### src/inc/lpas_defs.vh
// Constants for the lead polarity and automatic sensitivity block.
// Summary of operation
// - Auto-initialization sets lead polarity from the detected connected leads.
// - A polarity programmed before auto-initialization is kept instead.
// - Pacing and sensing polarity are held separately; all combinations accepted.
// - With bipolar leads, bipolar or unipolar may be selected.
// - Reset or a detected lead failure may force pacing to unipolar.
// - Atrial and ventricular thresholds adapt independently on every event.
// - The electrogram passes an 18 to 100 Hz band-pass before sensing.
// - Fixed and automatic thresholds use the same filtered signal path.
// - A sensed event in automatic mode starts hold-off and peak capture.
// - After hold-off the threshold is half the peak for one step.
// - After the step the threshold is a quarter peak, never below floor.
// - Atrium uses 100 ms hold-off and 80 ms step.
// - Ventricle uses 120 ms hold-off and 125 ms step.
// - Floor is 2.0 mV ventricle; atrium 0.2 mV bipolar, 0.5 mV unipolar.
// - One second without sensing drops the threshold to its floor.
`ifndef LPAS_DEFS_VH
`define LPAS_DEFS_VH

// ----------------------------------------
// Clock and timing
// ----------------------------------------
`define LPAS_CLK_NS       20
`define LPAS_MS_NS        1000000
`define LPAS_HOLD_A_MS    10'd100
`define LPAS_STEP_A_MS    10'd80
`define LPAS_HOLD_V_MS    10'd120
`define LPAS_STEP_V_MS    10'd125
`define LPAS_PAUSE_MS     10'd1000

// ----------------------------------------
// Amplitudes, 10 uV per step
// ----------------------------------------
`define LPAS_FLOOR_V      12'h0C8
`define LPAS_FLOOR_A_BIP  12'h014
`define LPAS_FLOOR_A_UNI  12'h032
`define LPAS_FIX_RST      12'h0C8
`define LPAS_MAG_MAX      12'hFFF

// ----------------------------------------
// Band-pass filter shifts
// ----------------------------------------
`define LPAS_HP_SHIFT     3
`define LPAS_LP_SHIFT     1

// ----------------------------------------
// Register map
// ----------------------------------------
`define LPAS_ADDR_CTRL    4'h0
`define LPAS_ADDR_POL     4'h1
`define LPAS_ADDR_FIX_A   4'h2
`define LPAS_ADDR_FIX_V   4'h3
`define LPAS_ADDR_THR_A   4'h4
`define LPAS_ADDR_THR_V   4'h5
`define LPAS_ADDR_PEAK_A  4'h6
`define LPAS_ADDR_PEAK_V  4'h7
`define LPAS_ADDR_STAT    4'h8

// ----------------------------------------
// Field positions and control reset value
// ----------------------------------------
`define LPAS_CTRL_AUTO_A  0
`define LPAS_CTRL_AUTO_V  1
`define LPAS_CTRL_INIT    2
`define LPAS_CTRL_RST     2'h3
`define LPAS_POL_PACE_A   0
`define LPAS_POL_PACE_V   1
`define LPAS_POL_SENSE_A  2
`define LPAS_POL_SENSE_V  3

`endif

### src/verilog/lpas_top.v
// Lead polarity selection and per-chamber automatic sensitivity control.
`timescale 1ns/1ps
`include "lpas_defs.vh"

module lpas_top
#(
	parameter MS_CYCLES = `LPAS_MS_NS / `LPAS_CLK_NS
)
(
	// Clock and reset
	input  wire        clk_sys,
	input  wire        sys_rst,
	// Register port
	input  wire [3:0]  reg_addr,
	input  wire [15:0] reg_wdata,
	input  wire        reg_wr,
	input  wire        reg_rd,
	output reg  [15:0] reg_rdata,
	// Lead detection pins and lead check
	input  wire        lead_bip_a,
	input  wire        lead_bip_v,
	input  wire        lead_fail_a,
	input  wire        lead_fail_v,
	// Digitized intracardiac electrogram
	input  wire        smp_vld,
	input  wire [11:0] intracardiac_electrogram_a,
	input  wire [11:0] intracardiac_electrogram_v,
	// Polarity outputs
	output reg         pace_bip_a,
	output reg         pace_bip_v,
	output reg         sense_bip_a,
	output reg         sense_bip_v,
	// Sensed events
	output reg         sensed_a,
	output reg         sensed_v
);

	// ----------------------------------------
	// States and helpers
	// ----------------------------------------
	localparam S_WAIT = 2'b00;
	localparam S_HOLD = 2'b01;
	localparam S_STEP = 2'b10;

	function [11:0] floor_sel;
		input chamber;
		input bipolar;
		begin
			if (chamber)
				floor_sel = `LPAS_FLOOR_V;
			else if (bipolar)
				floor_sel = `LPAS_FLOOR_A_BIP;
			else
				floor_sel = `LPAS_FLOOR_A_UNI;
		end
	endfunction

	function [11:0] clamp_floor;
		input [11:0] value;
		input [11:0] floor_val;
		begin
			clamp_floor = (value < floor_val) ? floor_val : value;
		end
	endfunction

	// ----------------------------------------
	// Pin synchronisers
	// ----------------------------------------
	reg [1:0] det_meta_reg;
	reg [1:0] det_reg;

	always @(posedge clk_sys)
	begin
		if (sys_rst)
		begin
			det_meta_reg <= 2'b00;
			det_reg      <= 2'b00;
		end
		else
		begin
			det_meta_reg <= {lead_bip_v, lead_bip_a};
			det_reg      <= det_meta_reg;
		end
	end

	// ----------------------------------------
	// Millisecond tick
	// ----------------------------------------
	reg  [15:0] ms_cnt_reg;
	reg         tick_reg;

	always @(posedge clk_sys)
	begin
		if (sys_rst)
		begin
			ms_cnt_reg <= 16'h0000;
			tick_reg   <= 1'b0;
		end
		else if (ms_cnt_reg == MS_CYCLES[15:0] - 16'h0001)
		begin
			ms_cnt_reg <= 16'h0000;
			tick_reg   <= 1'b1;
		end
		else
		begin
			ms_cnt_reg <= ms_cnt_reg + 16'h0001;
			tick_reg   <= 1'b0;
		end
	end

	// ----------------------------------------
	// Control and polarity registers
	// ----------------------------------------
	reg  [1:0]  auto_reg;
	reg  [3:0]  pol_reg;
	reg  [3:0]  pol_next;
	reg         prog_reg;
	reg  [11:0] fix_a_reg;
	reg  [11:0] fix_v_reg;
	wire        wr_ctrl;
	wire        wr_pol;
	wire        init_go;
	wire [1:0]  hit;

	assign wr_ctrl = reg_wr && (reg_addr == `LPAS_ADDR_CTRL);
	assign wr_pol  = reg_wr && (reg_addr == `LPAS_ADDR_POL);
	assign init_go = wr_ctrl && reg_wdata[`LPAS_CTRL_INIT];

	always @*
	begin
		pol_next = pol_reg;
		if (wr_pol)
			pol_next = reg_wdata[3:0];
		else if (init_go && !prog_reg)
			pol_next = {det_reg[1], det_reg[0], det_reg[1], det_reg[0]};
		if (lead_fail_a)
			pol_next[`LPAS_POL_PACE_A] = 1'b0;
		if (lead_fail_v)
			pol_next[`LPAS_POL_PACE_V] = 1'b0;
	end

	always @(posedge clk_sys)
	begin
		if (sys_rst)
		begin
			auto_reg  <= `LPAS_CTRL_RST;
			pol_reg   <= 4'h0;
			prog_reg  <= 1'b0;
			fix_a_reg <= `LPAS_FIX_RST;
			fix_v_reg <= `LPAS_FIX_RST;
		end
		else
		begin
			pol_reg <= pol_next;
			if (wr_pol)
				prog_reg <= 1'b1;
			if (wr_ctrl)
				auto_reg <= reg_wdata[`LPAS_CTRL_AUTO_V:`LPAS_CTRL_AUTO_A];
			if (reg_wr && (reg_addr == `LPAS_ADDR_FIX_A))
				fix_a_reg <= reg_wdata[11:0];
			if (reg_wr && (reg_addr == `LPAS_ADDR_FIX_V))
				fix_v_reg <= reg_wdata[11:0];
		end
	end

	always @(posedge clk_sys)
	begin
		if (sys_rst)
		begin
			pace_bip_a  <= 1'b0;
			pace_bip_v  <= 1'b0;
			sense_bip_a <= 1'b0;
			sense_bip_v <= 1'b0;
			sensed_a    <= 1'b0;
			sensed_v    <= 1'b0;
		end
		else
		begin
			pace_bip_a  <= pol_reg[`LPAS_POL_PACE_A];
			pace_bip_v  <= pol_reg[`LPAS_POL_PACE_V];
			sense_bip_a <= pol_reg[`LPAS_POL_SENSE_A];
			sense_bip_v <= pol_reg[`LPAS_POL_SENSE_V];
			sensed_a    <= hit[0];
			sensed_v    <= hit[1];
		end
	end

	// ----------------------------------------
	// Filtered magnitude per chamber
	// ----------------------------------------
	wire [1:0]  mag_vld;
	wire [23:0] mag_flat;
	wire [23:0] fix_flat;
	wire [23:0] thr_flat;
	wire [23:0] peak_flat;
	wire [3:0]  st_flat;
	wire [23:0] smp_flat;

	assign smp_flat = {intracardiac_electrogram_v, intracardiac_electrogram_a};
	assign fix_flat = {fix_v_reg, fix_a_reg};

	// ----------------------------------------
	// Threshold adaptation per chamber
	// ----------------------------------------
	genvar c;
	generate
		for (c = 0; c < 2; c = c + 1)
		begin : g_ch
			reg  [1:0]  st_reg;
			reg  [9:0]  tm_reg;
			reg  [9:0]  quiet_reg;
			reg  [11:0] peak_reg;
			reg  [11:0] thr_reg;
			wire [11:0] mag;
			wire [11:0] floor_val;
			wire [11:0] thr_use;
			wire [9:0]  hold_ms;
			wire [9:0]  step_ms;
			wire        auto_on;

			lpas_bpf u_bpf
			(
				.clk_sys (clk_sys),
				.sys_rst (sys_rst),
				.smp_vld (smp_vld),
				.smp_in  (smp_flat[c*12 +: 12]),
				.mag_vld (mag_vld[c]),
				.mag_out (mag_flat[c*12 +: 12])
			);

			assign mag       = mag_flat[c*12 +: 12];
			assign auto_on   = auto_reg[c];
			assign floor_val = floor_sel(c == 1, pol_reg[`LPAS_POL_SENSE_A + c]);
			assign hold_ms   = c ? `LPAS_HOLD_V_MS : `LPAS_HOLD_A_MS;
			assign step_ms   = c ? `LPAS_STEP_V_MS : `LPAS_STEP_A_MS;
			assign thr_use   = auto_on ? thr_reg : fix_flat[c*12 +: 12];
			assign hit[c]    = mag_vld[c] && (st_reg != S_HOLD) && (mag >= thr_use);

			always @(posedge clk_sys)
			begin
				if (sys_rst)
				begin
					st_reg    <= S_WAIT;
					tm_reg    <= 10'h000;
					quiet_reg <= 10'h000;
					peak_reg  <= 12'h000;
					thr_reg   <= `LPAS_FLOOR_V;
				end
				else if (hit[c])
				begin
					st_reg    <= S_HOLD;
					tm_reg    <= 10'h000;
					quiet_reg <= 10'h000;
					peak_reg  <= auto_on ? mag : peak_reg;
				end
				else
				begin
					if (tick_reg && (quiet_reg != `LPAS_PAUSE_MS))
						quiet_reg <= quiet_reg + 10'h001;
					case (st_reg)
						S_HOLD:
						begin
							if (auto_on && mag_vld[c] && (mag > peak_reg))
								peak_reg <= mag;
							if (tick_reg)
							begin
								if (tm_reg + 10'h001 >= hold_ms)
								begin
									st_reg <= auto_on ? S_STEP : S_WAIT;
									tm_reg <= 10'h000;
									if (auto_on)
										thr_reg <= clamp_floor({1'b0, peak_reg[11:1]}, floor_val);
								end
								else
									tm_reg <= tm_reg + 10'h001;
							end
						end
						S_STEP:
						begin
							if (tick_reg)
							begin
								if (tm_reg + 10'h001 >= step_ms)
								begin
									st_reg  <= S_WAIT;
									tm_reg  <= 10'h000;
									thr_reg <= clamp_floor({2'b00, peak_reg[11:2]}, floor_val);
								end
								else
									tm_reg <= tm_reg + 10'h001;
							end
						end
						S_WAIT:
						begin
							if (tick_reg && (quiet_reg + 10'h001 >= `LPAS_PAUSE_MS))
								thr_reg <= floor_val;
							else if (thr_reg < floor_val)
								thr_reg <= floor_val;
						end
						default: st_reg <= S_WAIT;
					endcase
				end
			end

			assign thr_flat[c*12 +: 12]  = thr_use;
			assign peak_flat[c*12 +: 12] = peak_reg;
			assign st_flat[c*2 +: 2]     = st_reg;
		end
	endgenerate

	// ----------------------------------------
	// Register read port
	// ----------------------------------------
	always @(posedge clk_sys)
	begin
		if (sys_rst)
			reg_rdata <= 16'h0000;
		else if (reg_rd)
		begin
			case (reg_addr)
				`LPAS_ADDR_CTRL:   reg_rdata <= {14'h0000, auto_reg};
				`LPAS_ADDR_POL:    reg_rdata <= {12'h000, pol_reg};
				`LPAS_ADDR_FIX_A:  reg_rdata <= {4'h0, fix_a_reg};
				`LPAS_ADDR_FIX_V:  reg_rdata <= {4'h0, fix_v_reg};
				`LPAS_ADDR_THR_A:  reg_rdata <= {4'h0, thr_flat[11:0]};
				`LPAS_ADDR_THR_V:  reg_rdata <= {4'h0, thr_flat[23:12]};
				`LPAS_ADDR_PEAK_A: reg_rdata <= {4'h0, peak_flat[11:0]};
				`LPAS_ADDR_PEAK_V: reg_rdata <= {4'h0, peak_flat[23:12]};
				`LPAS_ADDR_STAT:   reg_rdata <= {9'h000, prog_reg, st_flat, det_reg};
				default:           reg_rdata <= 16'h0000;
			endcase
		end
		else
			reg_rdata <= 16'h0000;
	end

endmodule // lpas_top

### src/verilog/lpas_bpf.v
// Band-pass filter and magnitude stage for one electrogram channel.
`timescale 1ns/1ps
`include "lpas_defs.vh"

module lpas_bpf
(
	// Clock and reset
	input  wire        clk_sys,
	input  wire        sys_rst,
	// Digitized samples
	input  wire        smp_vld,
	input  wire [11:0] smp_in,
	// Filtered magnitude
	output reg         mag_vld,
	output reg  [11:0] mag_out
);

	// ----------------------------------------
	// Filter state
	// ----------------------------------------
	reg  signed [13:0] slow_reg;
	reg  signed [13:0] lp_reg;
	wire signed [13:0] x_ext;
	wire signed [13:0] hp;
	wire signed [13:0] slow_next;
	wire signed [13:0] lp_next;
	wire        [13:0] abs_lp;

	assign x_ext     = {{2{smp_in[11]}}, smp_in};
	assign hp        = x_ext - slow_reg;
	assign slow_next = slow_reg + (hp >>> `LPAS_HP_SHIFT);
	assign lp_next   = lp_reg + ((hp - lp_reg) >>> `LPAS_LP_SHIFT);
	assign abs_lp    = lp_next[13] ? (14'h0000 - lp_next) : lp_next;

	// ----------------------------------------
	// High-pass then low-pass per sample
	// ----------------------------------------
	always @(posedge clk_sys)
	begin
		if (sys_rst)
		begin
			slow_reg <= 14'h0000;
			lp_reg   <= 14'h0000;
			mag_vld  <= 1'b0;
			mag_out  <= 12'h000;
		end
		else
		begin
			mag_vld <= smp_vld;
			if (smp_vld)
			begin
				slow_reg <= slow_next;
				lp_reg   <= lp_next;
				mag_out  <= (abs_lp[13:12] != 2'b00) ? `LPAS_MAG_MAX : abs_lp[11:0];
			end
		end
	end

endmodule // lpas_bpf

### config.mk
export PLATFORM = sky130hd
export DESIGN_NAME = lpas_top
export DESIGN_NICKNAME = d
export VERILOG_FILES = /design/src/verilog/lpas_top.v /design/src/verilog/lpas_bpf.v
export VERILOG_INCLUDE_DIRS = /design/src /design/src/inc
export SDC_FILE = /design/constraint.sdc
export NUM_CORES = 1
export LEC_CHECK = 0
export BUFFER_PORTS_ARGS = -buffer_cell sky130_fd_sc_hd__buf_2
export CAP_MARGIN = 30
export CORE_ASPECT_RATIO = 1.75
export CORE_UTILIZATION = 45
export CTS_CLUSTER_DIAMETER = 60
export DETAILED_ROUTE_END_ITERATION = 10
export GPL_TIMING_DRIVEN = 0
export MAX_ROUTING_LAYER = met4
export PLACE_DENSITY = 0.72
export SLEW_MARGIN = 15
export SYNTH_ARGS = -nofsm -noshare
export SYNTH_HDL_FRONTEND = slang
export SYNTH_SLANG_ARGS = --single-unit
### constraint.sdc
create_clock -name clk_sys -period 10.1 [get_ports clk_sys]
set_input_delay 0.505 -clock clk_sys [delete_from_list [all_inputs] [get_ports clk_sys]]
set_output_delay 0.505 -clock clk_sys [all_outputs]
set_load 0.01 [all_outputs]
==> reports/qor.yml <==
status: "finished, final reports clean"
ys_types: 82
regToRegEndpoint: "g_ch[0].u_bpf.mag_out[4]$_SDFFE_PP0P_"
coreArea_um2: 36900
yosys-top-cells-count: "nor2_1 (272), dfxtp_1 (241), ha_1 (173)"
path_class: "flop to flop"
grt_pass1_wl_mm: 75.3
min_period_over_period_pct: 63.2
fin_nets: 2404
synthCells: 2075
gr-total-overflow: 0
synth_top_area_share_pct: 28.6
relSlewSlack_pct: 36.9
synth_fa_ha_area_share_pct: 13.8
ys_ff_latch: 241
drt_wl_total_mm: 47.2
critPathTopFamily: "compound AO/OA/AOI/OAI gates"
r2r_start: "g_ch[0].u_bpf.slow_reg[0]$_SDFFE_PP0P_"
synthArstFlopShare_pct: 0
ys_top_cells_by_area: "dfxtp_1 (29%), ha_1 (13%), nor2_1 (6.1%), mux2i_1 (5.2%), xnor2_1 (5.0%)"
period_minus_slack_ns: 6.38
track_usage_pct: 25.2
cts_setup_buffers: 0
post-route-util_pct: 50.6
drtAntennaViolNets: 0
skew_ns: 0.0114
die_h_um: 258
grt_max_degree: 15
cts_inserted_buffers: 25
synthMuxAreaShare_pct: 5.42
cp.depth: 28
cts.reportedPaths.clkPinSlew_ns: 0.06
first_iter_violations: 815
synthSimpleGateAreaFrac_pct: 19.8
synth_top_family_by_area: "simple AND/OR/NAND/NOR gates"
cts_resized: 0
arrival_ns: 6.77
postCtsHoldBufs: 0
synth-xor-area-share_pct: 7.57
rsz0062_at_grt: "false"
synth_compound_area_share_pct: 19.7
yosysWarnings: 0
fin_setup_tns_ns: 0
yosysMostFrequentCell: "nor2_1"
syn_area_um2: 16900
max_stage_delay_ns: 0.51
required_ns: 10.49
start_util_pct: 45.7
worstPathMaxFanout: 10
vias_per_cell: 5.78
wl_per_cell_um: 17.7
cts_tree: "done"
setup_viol: 0
syn2layout_area_growth_pct: 10.6
critical-path-slowest-cell: "o31ai_1"
synth-seq-area-share_pct: 28.6
reg2reg_slack_ns: 3.72
slew_violations: 0
hp-class: "input port to flop"
crit_path_end: "g_ch[0].u_bpf.mag_out[4]$_SDFFE_PP0P_"
max_freq_mhz: 157
cp_num_buf_inv: 1
firstDrtPassIters: 6
rows: 93
clock_sinks: 241
drc: 0
synth_area_per_cell_um2: 8.13
synth_area_leader_cell: "dfxtp_1"
die_area_um2: 38300
crit_path_end_kind: "flop"
layout-drive-gt1-share_pct: 7.50
worst_setup_path_start_kind: "flop"
vias: 15400
finalHoldViolCount: 0
maxCapViolations: 0
insertion_delay_ns: 0.55
htreeDepth: 1
hpwl_mm: 37.1
synth-edff-count: 0
crit_path_start: "g_ch[0].u_bpf.slow_reg[0]$_SDFFE_PP0P_"
tightest_slew_ns: 0.947
place_congestion: 0.923
io_buffers: 63
synthFlopType: "dfxtp_1"
die_w_um: 148
rr_worst_depth: 28
ios: 75
clockBufferDepth: 3
antenna_found_initial: 2
clock-root-buffer: "clkbuf_16"
grt_pass1_vias: 15400
==> placed cells by master, fill, tap and decap left out, types with 10 or more instances in the layout <==
cell and count:
a211oi_1 14, ha_1 173, a221oi_1 18, xnor2_1 96, a22oi_1 11, buf_2 67
inv_1 135, o21ai_1 10, o21ai_0 72, o21a_1 21, nand2b_1 20, o211ai_1 10
mux2i_1 88, a211oi_2 23, nand4_1 21, a21o_1 42, a21oi_1 149, clkbuf_1 64
nor3_1 52, clkbuf_16 25, o31ai_1 12, nand3_1 47, a31oi_1 14, nor2b_1 43
dfxtp_1 241, and2_1 16, nor2_1 272, nand2_1 153, and3_1 28, or3_1 22
xor2_1 45, a2111oi_0 10
==> worst reg2reg max path, delay by kind of cell, from the launching register on <==
kind            cells  cell delay [ns]
compound gates     13             2.77
xor+xnor            2             0.39
fa+ha+maj           4             1.26
buf+inv             1             0.22
flops               1             0.34
simple gates        8             1.24
==> layer usage <==
metal	up-vias	share of wire (%)	GRT usage (%)	wire [um]
met2	450	51	46.3	24300
met4	0	5.9	14.8	2790
li1	7500	-	-	-
met3	163	5.2	3.25	2440
met1	7292	37	25.0	17700
met5	-	0	-	0
==> worst min-delay path by stage <==
| stage | startpoint | to | slack, ns | depth (start not counted) |
|---|---|---|---|---|
| 3_3_place_gp | ms_cnt_reg[0]$_SDFF_PP0_ | ms_cnt_reg[0]$_SDFF_PP0_ | 0.43 | 1 |
| 6_report | lead_fail_v | pol_reg[1]$_SDFFE_PP0P_ | 0.16 | 2 |
| 4_1_cts | lead_fail_a | pol_reg[0]$_SDFFE_PP0P_ | 0.14 | 2 |
| 2_1_floorplan | ms_cnt_reg[0]$_SDFF_PP0_ | ms_cnt_reg[0]$_SDFF_PP0_ | 0.41 | 1 |
| 5_1_grt | lead_fail_v | pol_reg[1]$_SDFFE_PP0P_ | 0.15 | 2 |
| 3_5_place_dp | det_meta_reg[0]$_SDFF_PP0_ | det_reg[0]$_SDFF_PP0_ | 0.42 | 1 |
==> layout make-up <==
type / instances / area [um^2]
diodes: 3 / 7.51
plain buffers: 79 / 335
clock buffers: 33 / 686
clock inverters: 12 / 143
fillers: 3533 / 18200
inverters: 137 / 514
multi-input cells: 1621 / 11200
flip-flops and latches: 241 / 4820
well taps: 475 / 594
repair buffers: 65 / 342
==> cells by family after synthesis <==
logic type                 Yosys count
AOI/OAI and AO/OA                  486
xor gates and xnor gates           143
adders and majority gates          181
buffers and inverters              216
DFF                                241
muxes                               91
other                                1
and+or+nand+nor                    716
==> metrics by stage <==
step                setup slack [ns]  instances  cell area (um^2)  hold slack [ns]
finish                          3.72       2666             18700            0.156
global route                    3.26       2665             18700            0.149
CTS                             3.76       2663             18600            0.140
floorplan                       4.61       2078             16900            0.413
global placement                3.71       2616             17800            0.430
detailed placement              3.52       2618             17800            0.421
Power is not shown: default switching activity piles up to over one toggle a cycle in this logic, so the estimate is an artifact.
